<file path="src/ilc_cfg.svh">
// register map, reset values and fixed figures of the interrupt controller
`ifndef ILC_CFG_SVH
`define ILC_CFG_SVH
`define ILC_OFS_CTRL 8'h00
`define ILC_OFS_ENABLE 8'h04
`define ILC_OFS_PRIO_LO 8'h08
`define ILC_OFS_PRIO_HI 8'h0C
`define ILC_OFS_PENDING 8'h10
`define ILC_OFS_SERVICE 8'h14
`define ILC_OFS_EVT_STAT 8'h18
`define ILC_OFS_EVT_MASK 8'h1C
`define ILC_RST_SRC 19'h00000
`define ILC_RSV_MASK 19'h02000
`define ILC_AUTO_CLR 19'h0000F
`define ILC_BIT_GLOBAL 0
`define ILC_BIT_EXT0 0
`define ILC_BIT_EXT1 2
`define ILC_EVT_CALL 0
`define ILC_EVT_RETURN_FROM_INTERRUPT 1
`define ILC_VEC_BASE 16'h0003
`define ILC_VEC_SHIFT 3
`define ILC_DETECT_CYC 1
`define ILC_RESP_OKAY 2'h0
`define ILC_RESP_SLVERR 2'h2
`endif

</file>
<file path="src/ilc_pkg.sv">
// types shared by the interrupt controller modules
package ilc_pkg;
  localparam int ILC_NSRC = 19;
  typedef logic [ILC_NSRC-1:0] ilc_src_t;
  typedef logic [4:0] ilc_idx_t;
  typedef logic [1:0] ilc_lvl_t;
  typedef logic [3:0] ilc_svc_t;
endpackage

</file>
<file path="src/ilc_arb_if.sv">
// carrier between the controller core and its priority arbiter
`timescale 1ns/100ps
interface ilc_arb_if;
  import ilc_pkg::*;
  ilc_src_t req;
  ilc_src_t prio_lo;
  ilc_src_t prio_hi;
  logic win_valid;
  ilc_idx_t win_idx;
  ilc_lvl_t win_lvl;
  modport arb
  (
    input req, prio_lo, prio_hi,
    output win_valid, win_idx, win_lvl
  );
  modport user
  (
    output req, prio_lo, prio_hi,
    input win_valid, win_idx, win_lvl
  );
endinterface

</file>
<file path="src/ilc_top.sv">
// four level prioritised interrupt controller with an AXI4-Lite slave
`timescale 1ns/100ps
`include "ilc_cfg.svh"
module ilc_top
(
  input wire logic aclk,
  input wire logic aresetn,
  input wire logic ce,
  input wire logic [7:0] s_axi_awaddr,
  input wire logic s_axi_awvalid,
  output logic s_axi_awready,
  input wire logic [31:0] s_axi_wdata,
  input wire logic [3:0] s_axi_wstrb,
  input wire logic s_axi_wvalid,
  output logic s_axi_wready,
  output logic [1:0] s_axi_bresp,
  output logic s_axi_bvalid,
  input wire logic s_axi_bready,
  input wire logic [7:0] s_axi_araddr,
  input wire logic s_axi_arvalid,
  output logic s_axi_arready,
  output logic [31:0] s_axi_rdata,
  output logic [1:0] s_axi_rresp,
  output logic s_axi_rvalid,
  input wire logic s_axi_rready,
  input wire ilc_pkg::ilc_src_t src_set,
  input wire logic external_request_0_n,
  input wire logic external_request_1_n,
  output logic cpu_irq_req,
  output logic [15:0] cpu_vector,
  output ilc_pkg::ilc_lvl_t cpu_level,
  input wire logic cpu_call_ack,
  input wire logic cpu_return_from_interrupt_done,
  input wire logic cpu_instr_done,
  output logic irq
);
  import ilc_pkg::*;
  //////////////////////////////////////////////////////////////////////////
  // state
  logic glb_reg, hold_reg, hold_next, req_reg, req_next;
  logic aw_got_reg, w_got_reg, bv_reg, rv_reg;
  ilc_src_t en_reg, plo_reg, phi_reg, pend_reg, pend_next;
  logic [1:0] evt_reg, evt_next, emask_reg, br_reg, rr_reg;
  logic [1:0] sy1_reg, sy2_reg, sy3_reg, flt_reg, flt_next;
  ilc_idx_t idx_reg;
  ilc_lvl_t lvl_reg;
  logic [7:0] awa_reg;
  logic [31:0] wd_reg, rd_reg;
  logic [3:0] ws_reg;
  logic svc_cur_valid;
  ilc_lvl_t svc_cur_lvl;
  //////////////////////////////////////////////////////////////////////////
  // external request pins: three flops, change taken when 2nd and 3rd agree
  logic [1:0] ext_fall;
  assign flt_next = (sy2_reg == sy3_reg) ? sy3_reg : flt_reg;
  assign ext_fall = flt_reg & ~flt_next;
  always_ff @(posedge aclk)
  begin
    if (!aresetn)
    begin
      sy1_reg <= 2'h3;
      sy2_reg <= 2'h3;
      sy3_reg <= 2'h3;
      flt_reg <= 2'h3;
    end
    else if (ce)
    begin
      sy1_reg <= {external_request_1_n, external_request_0_n};
      sy2_reg <= sy1_reg;
      sy3_reg <= sy2_reg;
      flt_reg <= flt_next;
    end
  end
  //////////////////////////////////////////////////////////////////////////
  // AXI4-Lite decode
  logic aw_hs;
  logic w_hs;
  logic ar_hs;
  logic wr_go;
  logic [31:0] wmask;
  logic [31:0] wr_old;
  logic [31:0] wr_val;
  logic wr_ctrl;
  logic wr_en;
  logic wr_plo;
  logic wr_phi;
  logic wr_pend;
  logic wr_emask;
  logic wr_hit;
  logic rd_hit;
  logic rd_evt;
  logic [31:0] rd_val;
  assign s_axi_awready = !aw_got_reg && !bv_reg;
  assign s_axi_wready = !w_got_reg && !bv_reg;
  assign s_axi_arready = !rv_reg;
  assign aw_hs = s_axi_awvalid && s_axi_awready;
  assign w_hs = s_axi_wvalid && s_axi_wready;
  assign ar_hs = s_axi_arvalid && s_axi_arready;
  assign wr_go = aw_got_reg && w_got_reg && !bv_reg;
  assign wmask = {{8{ws_reg[3]}}, {8{ws_reg[2]}},
                  {8{ws_reg[1]}}, {8{ws_reg[0]}}};
  assign wr_ctrl = wr_go && awa_reg == `ILC_OFS_CTRL;
  assign wr_en = wr_go && awa_reg == `ILC_OFS_ENABLE;
  assign wr_plo = wr_go && awa_reg == `ILC_OFS_PRIO_LO;
  assign wr_phi = wr_go && awa_reg == `ILC_OFS_PRIO_HI;
  assign wr_pend = wr_go && awa_reg == `ILC_OFS_PENDING;
  assign wr_emask = wr_go && awa_reg == `ILC_OFS_EVT_MASK;
  assign wr_hit = wr_ctrl || wr_en || wr_plo || wr_phi || wr_pend ||
                  wr_emask || awa_reg == `ILC_OFS_SERVICE ||
                  awa_reg == `ILC_OFS_EVT_STAT;
  assign wr_old = wr_ctrl ? {31'h0, glb_reg} :
                  wr_en ? {13'h0, en_reg} :
                  wr_plo ? {13'h0, plo_reg} :
                  wr_phi ? {13'h0, phi_reg} :
                  wr_pend ? {13'h0, pend_reg} :
                  {30'h0, emask_reg};
  assign wr_val = (wr_old & ~wmask) | (wd_reg & wmask);
  assign rd_evt = ar_hs && s_axi_araddr == `ILC_OFS_EVT_STAT;
  assign rd_val =
    s_axi_araddr == `ILC_OFS_CTRL ? {31'h0, glb_reg} :
    s_axi_araddr == `ILC_OFS_ENABLE ? {13'h0, en_reg} :
    s_axi_araddr == `ILC_OFS_PRIO_LO ? {13'h0, plo_reg} :
    s_axi_araddr == `ILC_OFS_PRIO_HI ? {13'h0, phi_reg} :
    s_axi_araddr == `ILC_OFS_PENDING ? {13'h0, pend_reg} :
    s_axi_araddr == `ILC_OFS_SERVICE ?
      {23'h0, req_reg, idx_reg, svc_cur_valid,
       svc_cur_lvl} :
    s_axi_araddr == `ILC_OFS_EVT_STAT ? {30'h0, evt_reg} :
    {30'h0, emask_reg};
  assign rd_hit = s_axi_araddr <= `ILC_OFS_EVT_MASK &&
                  s_axi_araddr[1:0] == 2'h0;
  assign s_axi_bvalid = bv_reg;
  assign s_axi_bresp = br_reg;
  assign s_axi_rvalid = rv_reg;
  assign s_axi_rdata = rd_reg;
  assign s_axi_rresp = rr_reg;
  always_ff @(posedge aclk)
  begin
    if (!aresetn)
    begin
      aw_got_reg <= 1'b0;
      w_got_reg <= 1'b0;
      awa_reg <= 8'h00;
      wd_reg <= 32'h0;
      ws_reg <= 4'h0;
      bv_reg <= 1'b0;
      br_reg <= `ILC_RESP_OKAY;
    end
    else if (ce)
    begin
      if (aw_hs)
      begin
        aw_got_reg <= 1'b1;
        awa_reg <= s_axi_awaddr;
      end
      if (w_hs)
      begin
        w_got_reg <= 1'b1;
        wd_reg <= s_axi_wdata;
        ws_reg <= s_axi_wstrb;
      end
      if (wr_go)
      begin
        aw_got_reg <= 1'b0;
        w_got_reg <= 1'b0;
        bv_reg <= 1'b1;
        br_reg <= wr_hit ? `ILC_RESP_OKAY : `ILC_RESP_SLVERR;
      end
      else if (bv_reg && s_axi_bready)
        bv_reg <= 1'b0;
    end
  end
  always_ff @(posedge aclk)
  begin
    if (!aresetn)
    begin
      rv_reg <= 1'b0;
      rd_reg <= 32'h0;
      rr_reg <= `ILC_RESP_OKAY;
    end
    else if (ce)
    begin
      if (ar_hs)
      begin
        rv_reg <= 1'b1;
        rd_reg <= rd_hit ? rd_val : 32'h0;
        rr_reg <= rd_hit ? `ILC_RESP_OKAY : `ILC_RESP_SLVERR;
      end
      else if (rv_reg && s_axi_rready)
        rv_reg <= 1'b0;
    end
  end
  //////////////////////////////////////////////////////////////////////////
  // arbitration and in-service record
  ilc_arb_if arb_bus ();
  ilc_svc_t svc_bits;
  logic take;
  logic preempt_ok;
  logic cand;
  ilc_src_t hw_set;
  ilc_src_t auto_clr;
  // the reserved slot never requests; global enable gates all sources
  assign arb_bus.req = pend_reg & en_reg & ~`ILC_RSV_MASK &
                       {ILC_NSRC{glb_reg}};
  assign arb_bus.prio_lo = plo_reg;
  assign arb_bus.prio_hi = phi_reg;
  ilc_prio_arb u_arb
  (
    .bus(arb_bus.arb)
  );
  ilc_level_stack u_stack
  (
    .aclk(aclk),
    .aresetn(aresetn),
    .ce(ce),
    .push(take),
    .push_lvl(lvl_reg),
    .pop(cpu_return_from_interrupt_done),
    .in_svc(svc_bits),
    .cur_valid(svc_cur_valid),
    .cur_lvl(svc_cur_lvl)
  );
  assign take = cpu_call_ack && req_reg;
  // strictly higher only, so level 3 is never preempted
  assign preempt_ok = !svc_cur_valid ||
                      arb_bus.win_lvl > svc_cur_lvl;
  assign cand = arb_bus.win_valid && preempt_ok;
  // after a return, wait for one completed instruction
  assign hold_next = cpu_return_from_interrupt_done ? 1'b1 :
                     cpu_instr_done ? 1'b0 : hold_reg;
  // one detect cycle; dropped while the core takes the call
  assign req_next = cand && !hold_next && !take;
  //////////////////////////////////////////////////////////////////////////
  // pending flags: hardware set wins over any clear
  always_comb
  begin
    hw_set = src_set;
    hw_set[`ILC_BIT_EXT0] = src_set[`ILC_BIT_EXT0] | ext_fall[0];
    hw_set[`ILC_BIT_EXT1] = src_set[`ILC_BIT_EXT1] | ext_fall[1];
  end
  assign auto_clr = take ? (`ILC_AUTO_CLR &
                            19'(19'h1 << idx_reg)) : 19'h0;
  assign pend_next = (((wr_pend ? wr_val[18:0] : pend_reg) & ~auto_clr) |
                      hw_set) & ~`ILC_RSV_MASK;
  assign evt_next = ((rd_evt ? 2'h0 : evt_reg) |
                     {cpu_return_from_interrupt_done, take});
  always_ff @(posedge aclk)
  begin
    if (!aresetn)
    begin
      glb_reg <= 1'b0;
      en_reg <= `ILC_RST_SRC;
      plo_reg <= `ILC_RST_SRC;
      phi_reg <= `ILC_RST_SRC;
      pend_reg <= `ILC_RST_SRC;
      evt_reg <= 2'h0;
      emask_reg <= 2'h0;
    end
    else if (ce)
    begin
      if (wr_ctrl)
        glb_reg <= wr_val[`ILC_BIT_GLOBAL];
      if (wr_en)
        en_reg <= wr_val[18:0];
      if (wr_plo)
        plo_reg <= wr_val[18:0];
      if (wr_phi)
        phi_reg <= wr_val[18:0];
      if (wr_emask)
        emask_reg <= wr_val[1:0];
      pend_reg <= pend_next;
      evt_reg <= evt_next;
    end
  end
  //////////////////////////////////////////////////////////////////////////
  // request towards the core, re-judged every clock
  always_ff @(posedge aclk)
  begin
    if (!aresetn)
    begin
      hold_reg <= 1'b0;
      req_reg <= 1'b0;
      idx_reg <= 5'h00;
      lvl_reg <= 2'h0;
    end
    else if (ce)
    begin
      hold_reg <= hold_next;
      req_reg <= req_next;
      idx_reg <= arb_bus.win_idx;
      lvl_reg <= arb_bus.win_lvl;
    end
  end
  assign cpu_irq_req = req_reg;
  assign cpu_vector = `ILC_VEC_BASE +
                      16'({idx_reg, 3'h0});
  assign cpu_level = lvl_reg;
  assign irq = |(evt_reg & emask_reg);
endmodule

</file>
<file path="src/ilc_prio_arb.sv">
// picks the highest level request, lowest order number on a tie
`timescale 1ns/100ps
module ilc_prio_arb
(
  ilc_arb_if.arb bus
);
  import ilc_pkg::*;
  always_comb
  begin
    bus.win_valid = 1'b0;
    bus.win_idx = 5'h00;
    bus.win_lvl = 2'h0;
    // walk downward so an equal level at a lower order replaces the pick
    for (int i = ILC_NSRC - 1; i >= 0; i--)
    begin
      if (bus.req[i] &&
          (!bus.win_valid ||
           {bus.prio_hi[i], bus.prio_lo[i]} >= bus.win_lvl))
      begin
        bus.win_valid = 1'b1;
        bus.win_idx = 5'(i);
        bus.win_lvl = {bus.prio_hi[i], bus.prio_lo[i]};
      end
    end
  end
endmodule

</file>
<file path="src/ilc_level_stack.sv">
// record of the priority levels now in service, one bit per level
`timescale 1ns/100ps
module ilc_level_stack
(
  input wire logic aclk,
  input wire logic aresetn,
  input wire logic ce,
  input wire logic push,
  input wire ilc_pkg::ilc_lvl_t push_lvl,
  input wire logic pop,
  output ilc_pkg::ilc_svc_t in_svc,
  output logic cur_valid,
  output ilc_pkg::ilc_lvl_t cur_lvl
);
  import ilc_pkg::*;
  ilc_svc_t svc_reg;
  ilc_svc_t svc_next;
  ilc_svc_t top_bit;
  assign cur_valid = |svc_reg;
  assign cur_lvl = svc_reg[3] ? 2'h3 : svc_reg[2] ? 2'h2 :
                   svc_reg[1] ? 2'h1 : 2'h0;
  assign top_bit = cur_valid ? 4'(4'h1 << cur_lvl) : 4'h0;
  assign svc_next = push ? (svc_reg | 4'(4'h1 << push_lvl)) :
                    pop ? (svc_reg & ~top_bit) : svc_reg;
  assign in_svc = svc_reg;
  always_ff @(posedge aclk)
  begin
    if (!aresetn)
      svc_reg <= 4'h0;
    else if (ce)
      svc_reg <= svc_next;
  end
endmodule

</file>
<file path="config.mk">
export PLATFORM = sky130hd
export DESIGN_NAME = ilc_top
export DESIGN_NICKNAME = d
export VERILOG_FILES = /design/src/ilc_pkg.sv /design/src/ilc_arb_if.sv /design/src/ilc_top.sv /design/src/ilc_prio_arb.sv /design/src/ilc_level_stack.sv
export VERILOG_INCLUDE_DIRS = /design/src /design/src/src
export SDC_FILE = /design/constraint.sdc
export NUM_CORES = 1
export LEC_CHECK = 0
export BUFFER_PORTS_ARGS = -buffer_cell sky130_fd_sc_hd__buf_2
export CORE_UTILIZATION = 24
export DETAILED_ROUTE_END_ITERATION = 8
export MAX_ROUTING_LAYER = met4
export SLEW_MARGIN = 20
export SYNTH_ARGS = -nofsm -noshare
export SYNTH_HDL_FRONTEND = slang
export SYNTH_SLANG_ARGS = --single-unit
</file>
<file path="constraint.sdc">
create_clock -name aclk -period 32.2 [get_ports aclk]
set_clock_uncertainty 0.15 [all_clocks]
set_input_delay 1.61 -clock aclk [delete_from_list [all_inputs] [get_ports aclk]]
set_output_delay 1.61 -clock aclk [all_outputs]
set_load 0.02 [all_outputs]
</file>
==> impl_metrics.ini <==
[status]
outcome = complete, no violations

[synth]
ys_top_cells_by_area = dfxtp_1 (34%), nor2_1 (7.4%), a21oi_1 (6.7%)
syn-instance-count = 1252
synth_flop_cell = dfxtp_1
synth_top_area_share = 0.336
syn_area_per_cell_um2 = 7.41
synth-edff-count = 0
seq_area_frac_synth = 0.336
yosysUniqueCellTypes = 78
synth-async-reset-ratio = 0
synth_top_cell_by_area = dfxtp_1
synth_warnings = 0
syn-cell-area_um2 = 9280
ys_seq_elements = 156

[pwr]
p_per_area_nw_per_um2 = 41.7
power.share.combinational = 0.066
leakage_nw = 3.90
clock_power_share = 0.483
swShare = 0.277
power_w = 0.000450
p_sw_w = 0.000125
intPower_w = 0.000326
seq_power_share = 0.451
ir_worst_vdd_mv = 0.0318

[critical_path]
end_kind = register
required_ns = 32.35
crit_path_frequent_cell = ha_1
start_kind = register
critPathSlowestCell = nor3b_2
crit_type = reg -> reg
r2r_slack_ns = 8.48
worstPathMaxFanout = 8
slowest_delay_ns = 0.51
cp.arrival_ns = 23.87

[cells_and_area]
final_cells = 1834
design_area_um2 = 10800
nNetsFinal = 1419
drive_above_1_share = 0.137
diodes = 0
syn_to_final_growth_pct = 16.3
fill_cells = 4194

[timing]
timing.hold.ws_ns = 0.306
rsz0062_at_grt = false
final-hold-violation-count = 0
maxSlewHeadroom = 0.292
final_max_slew_viol_count = 0
worst_pin_slew_ns = 1.05
tns_ns = 0
max_freq_mhz = 42.2
post-route-period-util = 0.737
period_needed_ns = 23.72
setup_viol = 0

[die]
core_um2 = 37800
io_pins = 145
die_w_um = 199
die_h_um = 199
rows = 71
floorplan.die_area_um2 = 39500
start_util = 0.245

[route]
drc = 0
dr_wl_met2_um = 14200
wl_met3_um = 2590
drt-initial-drc-count = 919
ant_nets = 0
routed_wl_um = 33600
top_layer_used = met4
vias = 9543
vias_per_cell = 5.20
met1Wirelength_um = 16300
dr.pass1.iters = 7
wl_per_cell_um = 18.3

[clock_tree]
cts_sinks = 156
cts_max_path_buffers = 2
path_clk_slew_ns = 0.07
htree_levels = 4
cts_tree = built
cts_buffers = 17
root_buffer = clkbuf_16
postCtsSetupBuffers = 0
cts_resized = 0
cts_hold_buffers = 0
insertion_delay_ns = 0.44

[global_route]
antenna_found_initial = 0
grt_max_degree = 65
grt_pass1_wl_um = 52100
grt_use_total = 0.176
grt_pass1_vias = 8780
grt.overflow.total = 0

[worst_hold_path]
hold_path.class = reg -> reg

[place]
place_area_um2 = 10200
routabilityCongestion = 0.935
dpl.cell_count = 1802
dpl.hpwl_um = 24200
port_buffers = 103

[run]
cap_violations = 0
final timing paths:
kind,end,cells after the start,startpoint
setup / recovery,cpu_irq_req,113,glb_reg
hold / removal,awa_reg[1],2,awa_reg[1]
setup reg to reg,cpu_irq_req,113,glb_reg
hold reg to reg,awa_reg[1],2,awa_reg[1]
power groups by stage:
stage / Clock (W) / Sequential, W / Combinational [W]
4_1_cts: 0.000221 / 0.000203 / 0.0000299
5_1_grt: 0.000229 / 0.000204 / 0.0000332
3_5_place_dp: 0 / 0.000207 / 0.0000298
2_1_floorplan: 0 / 0.000204 / 0.0000222
6_report: 0.000217 / 0.000203 / 0.0000297
3_3_place_gp: 0 / 0.000207 / 0.0000294
routing by layer:
layer  vias to the layer above  GRT usage
met3                        32     0.0293
met5                         -          -
met2                       425      0.254
met4                         0     0.0416
met1                      4490      0.252
li1                       4596          -
stage by stage:
step,utilization,worst slack [ns]
2_1_floorplan,-,11.38
3_3_place_gp,0.269,9.03
3_5_place_dp,0.269,8.94
4_1_cts,0.285,8.86
5_1_grt,0.285,6.58
6_report,0.285,8.48
worst max-delay path, delay by kind of cell, from the launching register on:
family                   cells  cell delay [ns]
multiplexers                 4             1.40
AO/OA/AOI/OAI               42             9.84
flip-flops                   1             0.31
AND/OR/NAND/NOR             44             6.15
adder cells (fa/ha/maj)     19             5.14
buffers and inverters        4             0.57
synth_stat cells (5+ instances only):
cell / n
a222oi_1: 10
a211oi_1: 57
nand2_1: 164
buf_1: 5
mux2i_1: 20
dfxtp_1: 156
a221oi_1: 15
ha_1: 25
a31oi_1: 10
and2_1: 6
nand3_1: 23
mux2_2: 6
nand2b_1: 21
or3_1: 6
nor4_1: 5
nor3_1: 34
inv_1: 35
and3_1: 16
nand4_1: 6
nand3b_1: 6
a21oi_1: 124
a22oi_1: 36
nor2_1: 184
nor2b_1: 9
clkbuf_1: 67
o21ai_0: 80
buf_4: 26
a21o_1: 7
final cells by class:
type | instances | area (µm²) | area share
Inverter | 36 | 136 | 0.0126
Clock buffer | 17 | 425 | 0.0394
Sequential cell | 156 | 3120 | 0.289
Tap cell | 511 | 639 | 0.0592
Timing Repair Buffer | 117 | 621 | 0.0575
Clock inverter | 15 | 190 | 0.0176
Multi-Input combinational cell | 982 | 5660 | 0.524
cell families after synthesis:
kind of cell | count (synthesis) | synth area share
XOR/XNOR | 2 | 0.00189
other | 2 | 0.000809
buffers and inverters | 138 | 0.0675
flip-flops | 156 | 0.336
multiplexers | 26 | 0.0288
AO/OA/AOI/OAI | 398 | 0.282
adder cells (fa/ha/maj) | 27 | 0.0359
AND/OR/NAND/NOR | 503 | 0.246
cells in the final DEF (no fill, tap or decap), types with 4 or more instances in the layout:
master | synthesis | layout
o211ai_1 | 4 | 4
ha_1 | 25 | 25
nor3_1 | 34 | 32
dfxtp_1 | 156 | 156
nand3b_1 | 6 | 6
nor2_1 | 184 | 183
or3_1 | 6 | 6
and3_1 | 16 | 16
inv_1 | 35 | 35
nor3b_1 | 4 | 4
inv_6 | 0 | 5
or4_1 | 4 | 4
a21o_1 | 7 | 7
buf_4 | 26 | 14
a211oi_1 | 57 | 57
buf_2 | 3 | 103
nand4_1 | 6 | 6
o21ai_0 | 80 | 80
inv_8 | 0 | 7
mux2_2 | 6 | 6
and2_1 | 6 | 6
o31ai_1 | 4 | 4
a22oi_1 | 36 | 36
a221oi_1 | 15 | 15
nand3_1 | 23 | 23
nor2b_1 | 9 | 9
clkbuf_16 | 0 | 17
nand2b_1 | 21 | 21
a21oi_1 | 124 | 124
mux2i_1 | 20 | 20
nor4_1 | 5 | 4
a222oi_1 | 10 | 10
conb_1 | 2 | 26
nand2_1 | 164 | 164
a31oi_1 | 10 | 10
(Power assumes the default switching activity.)
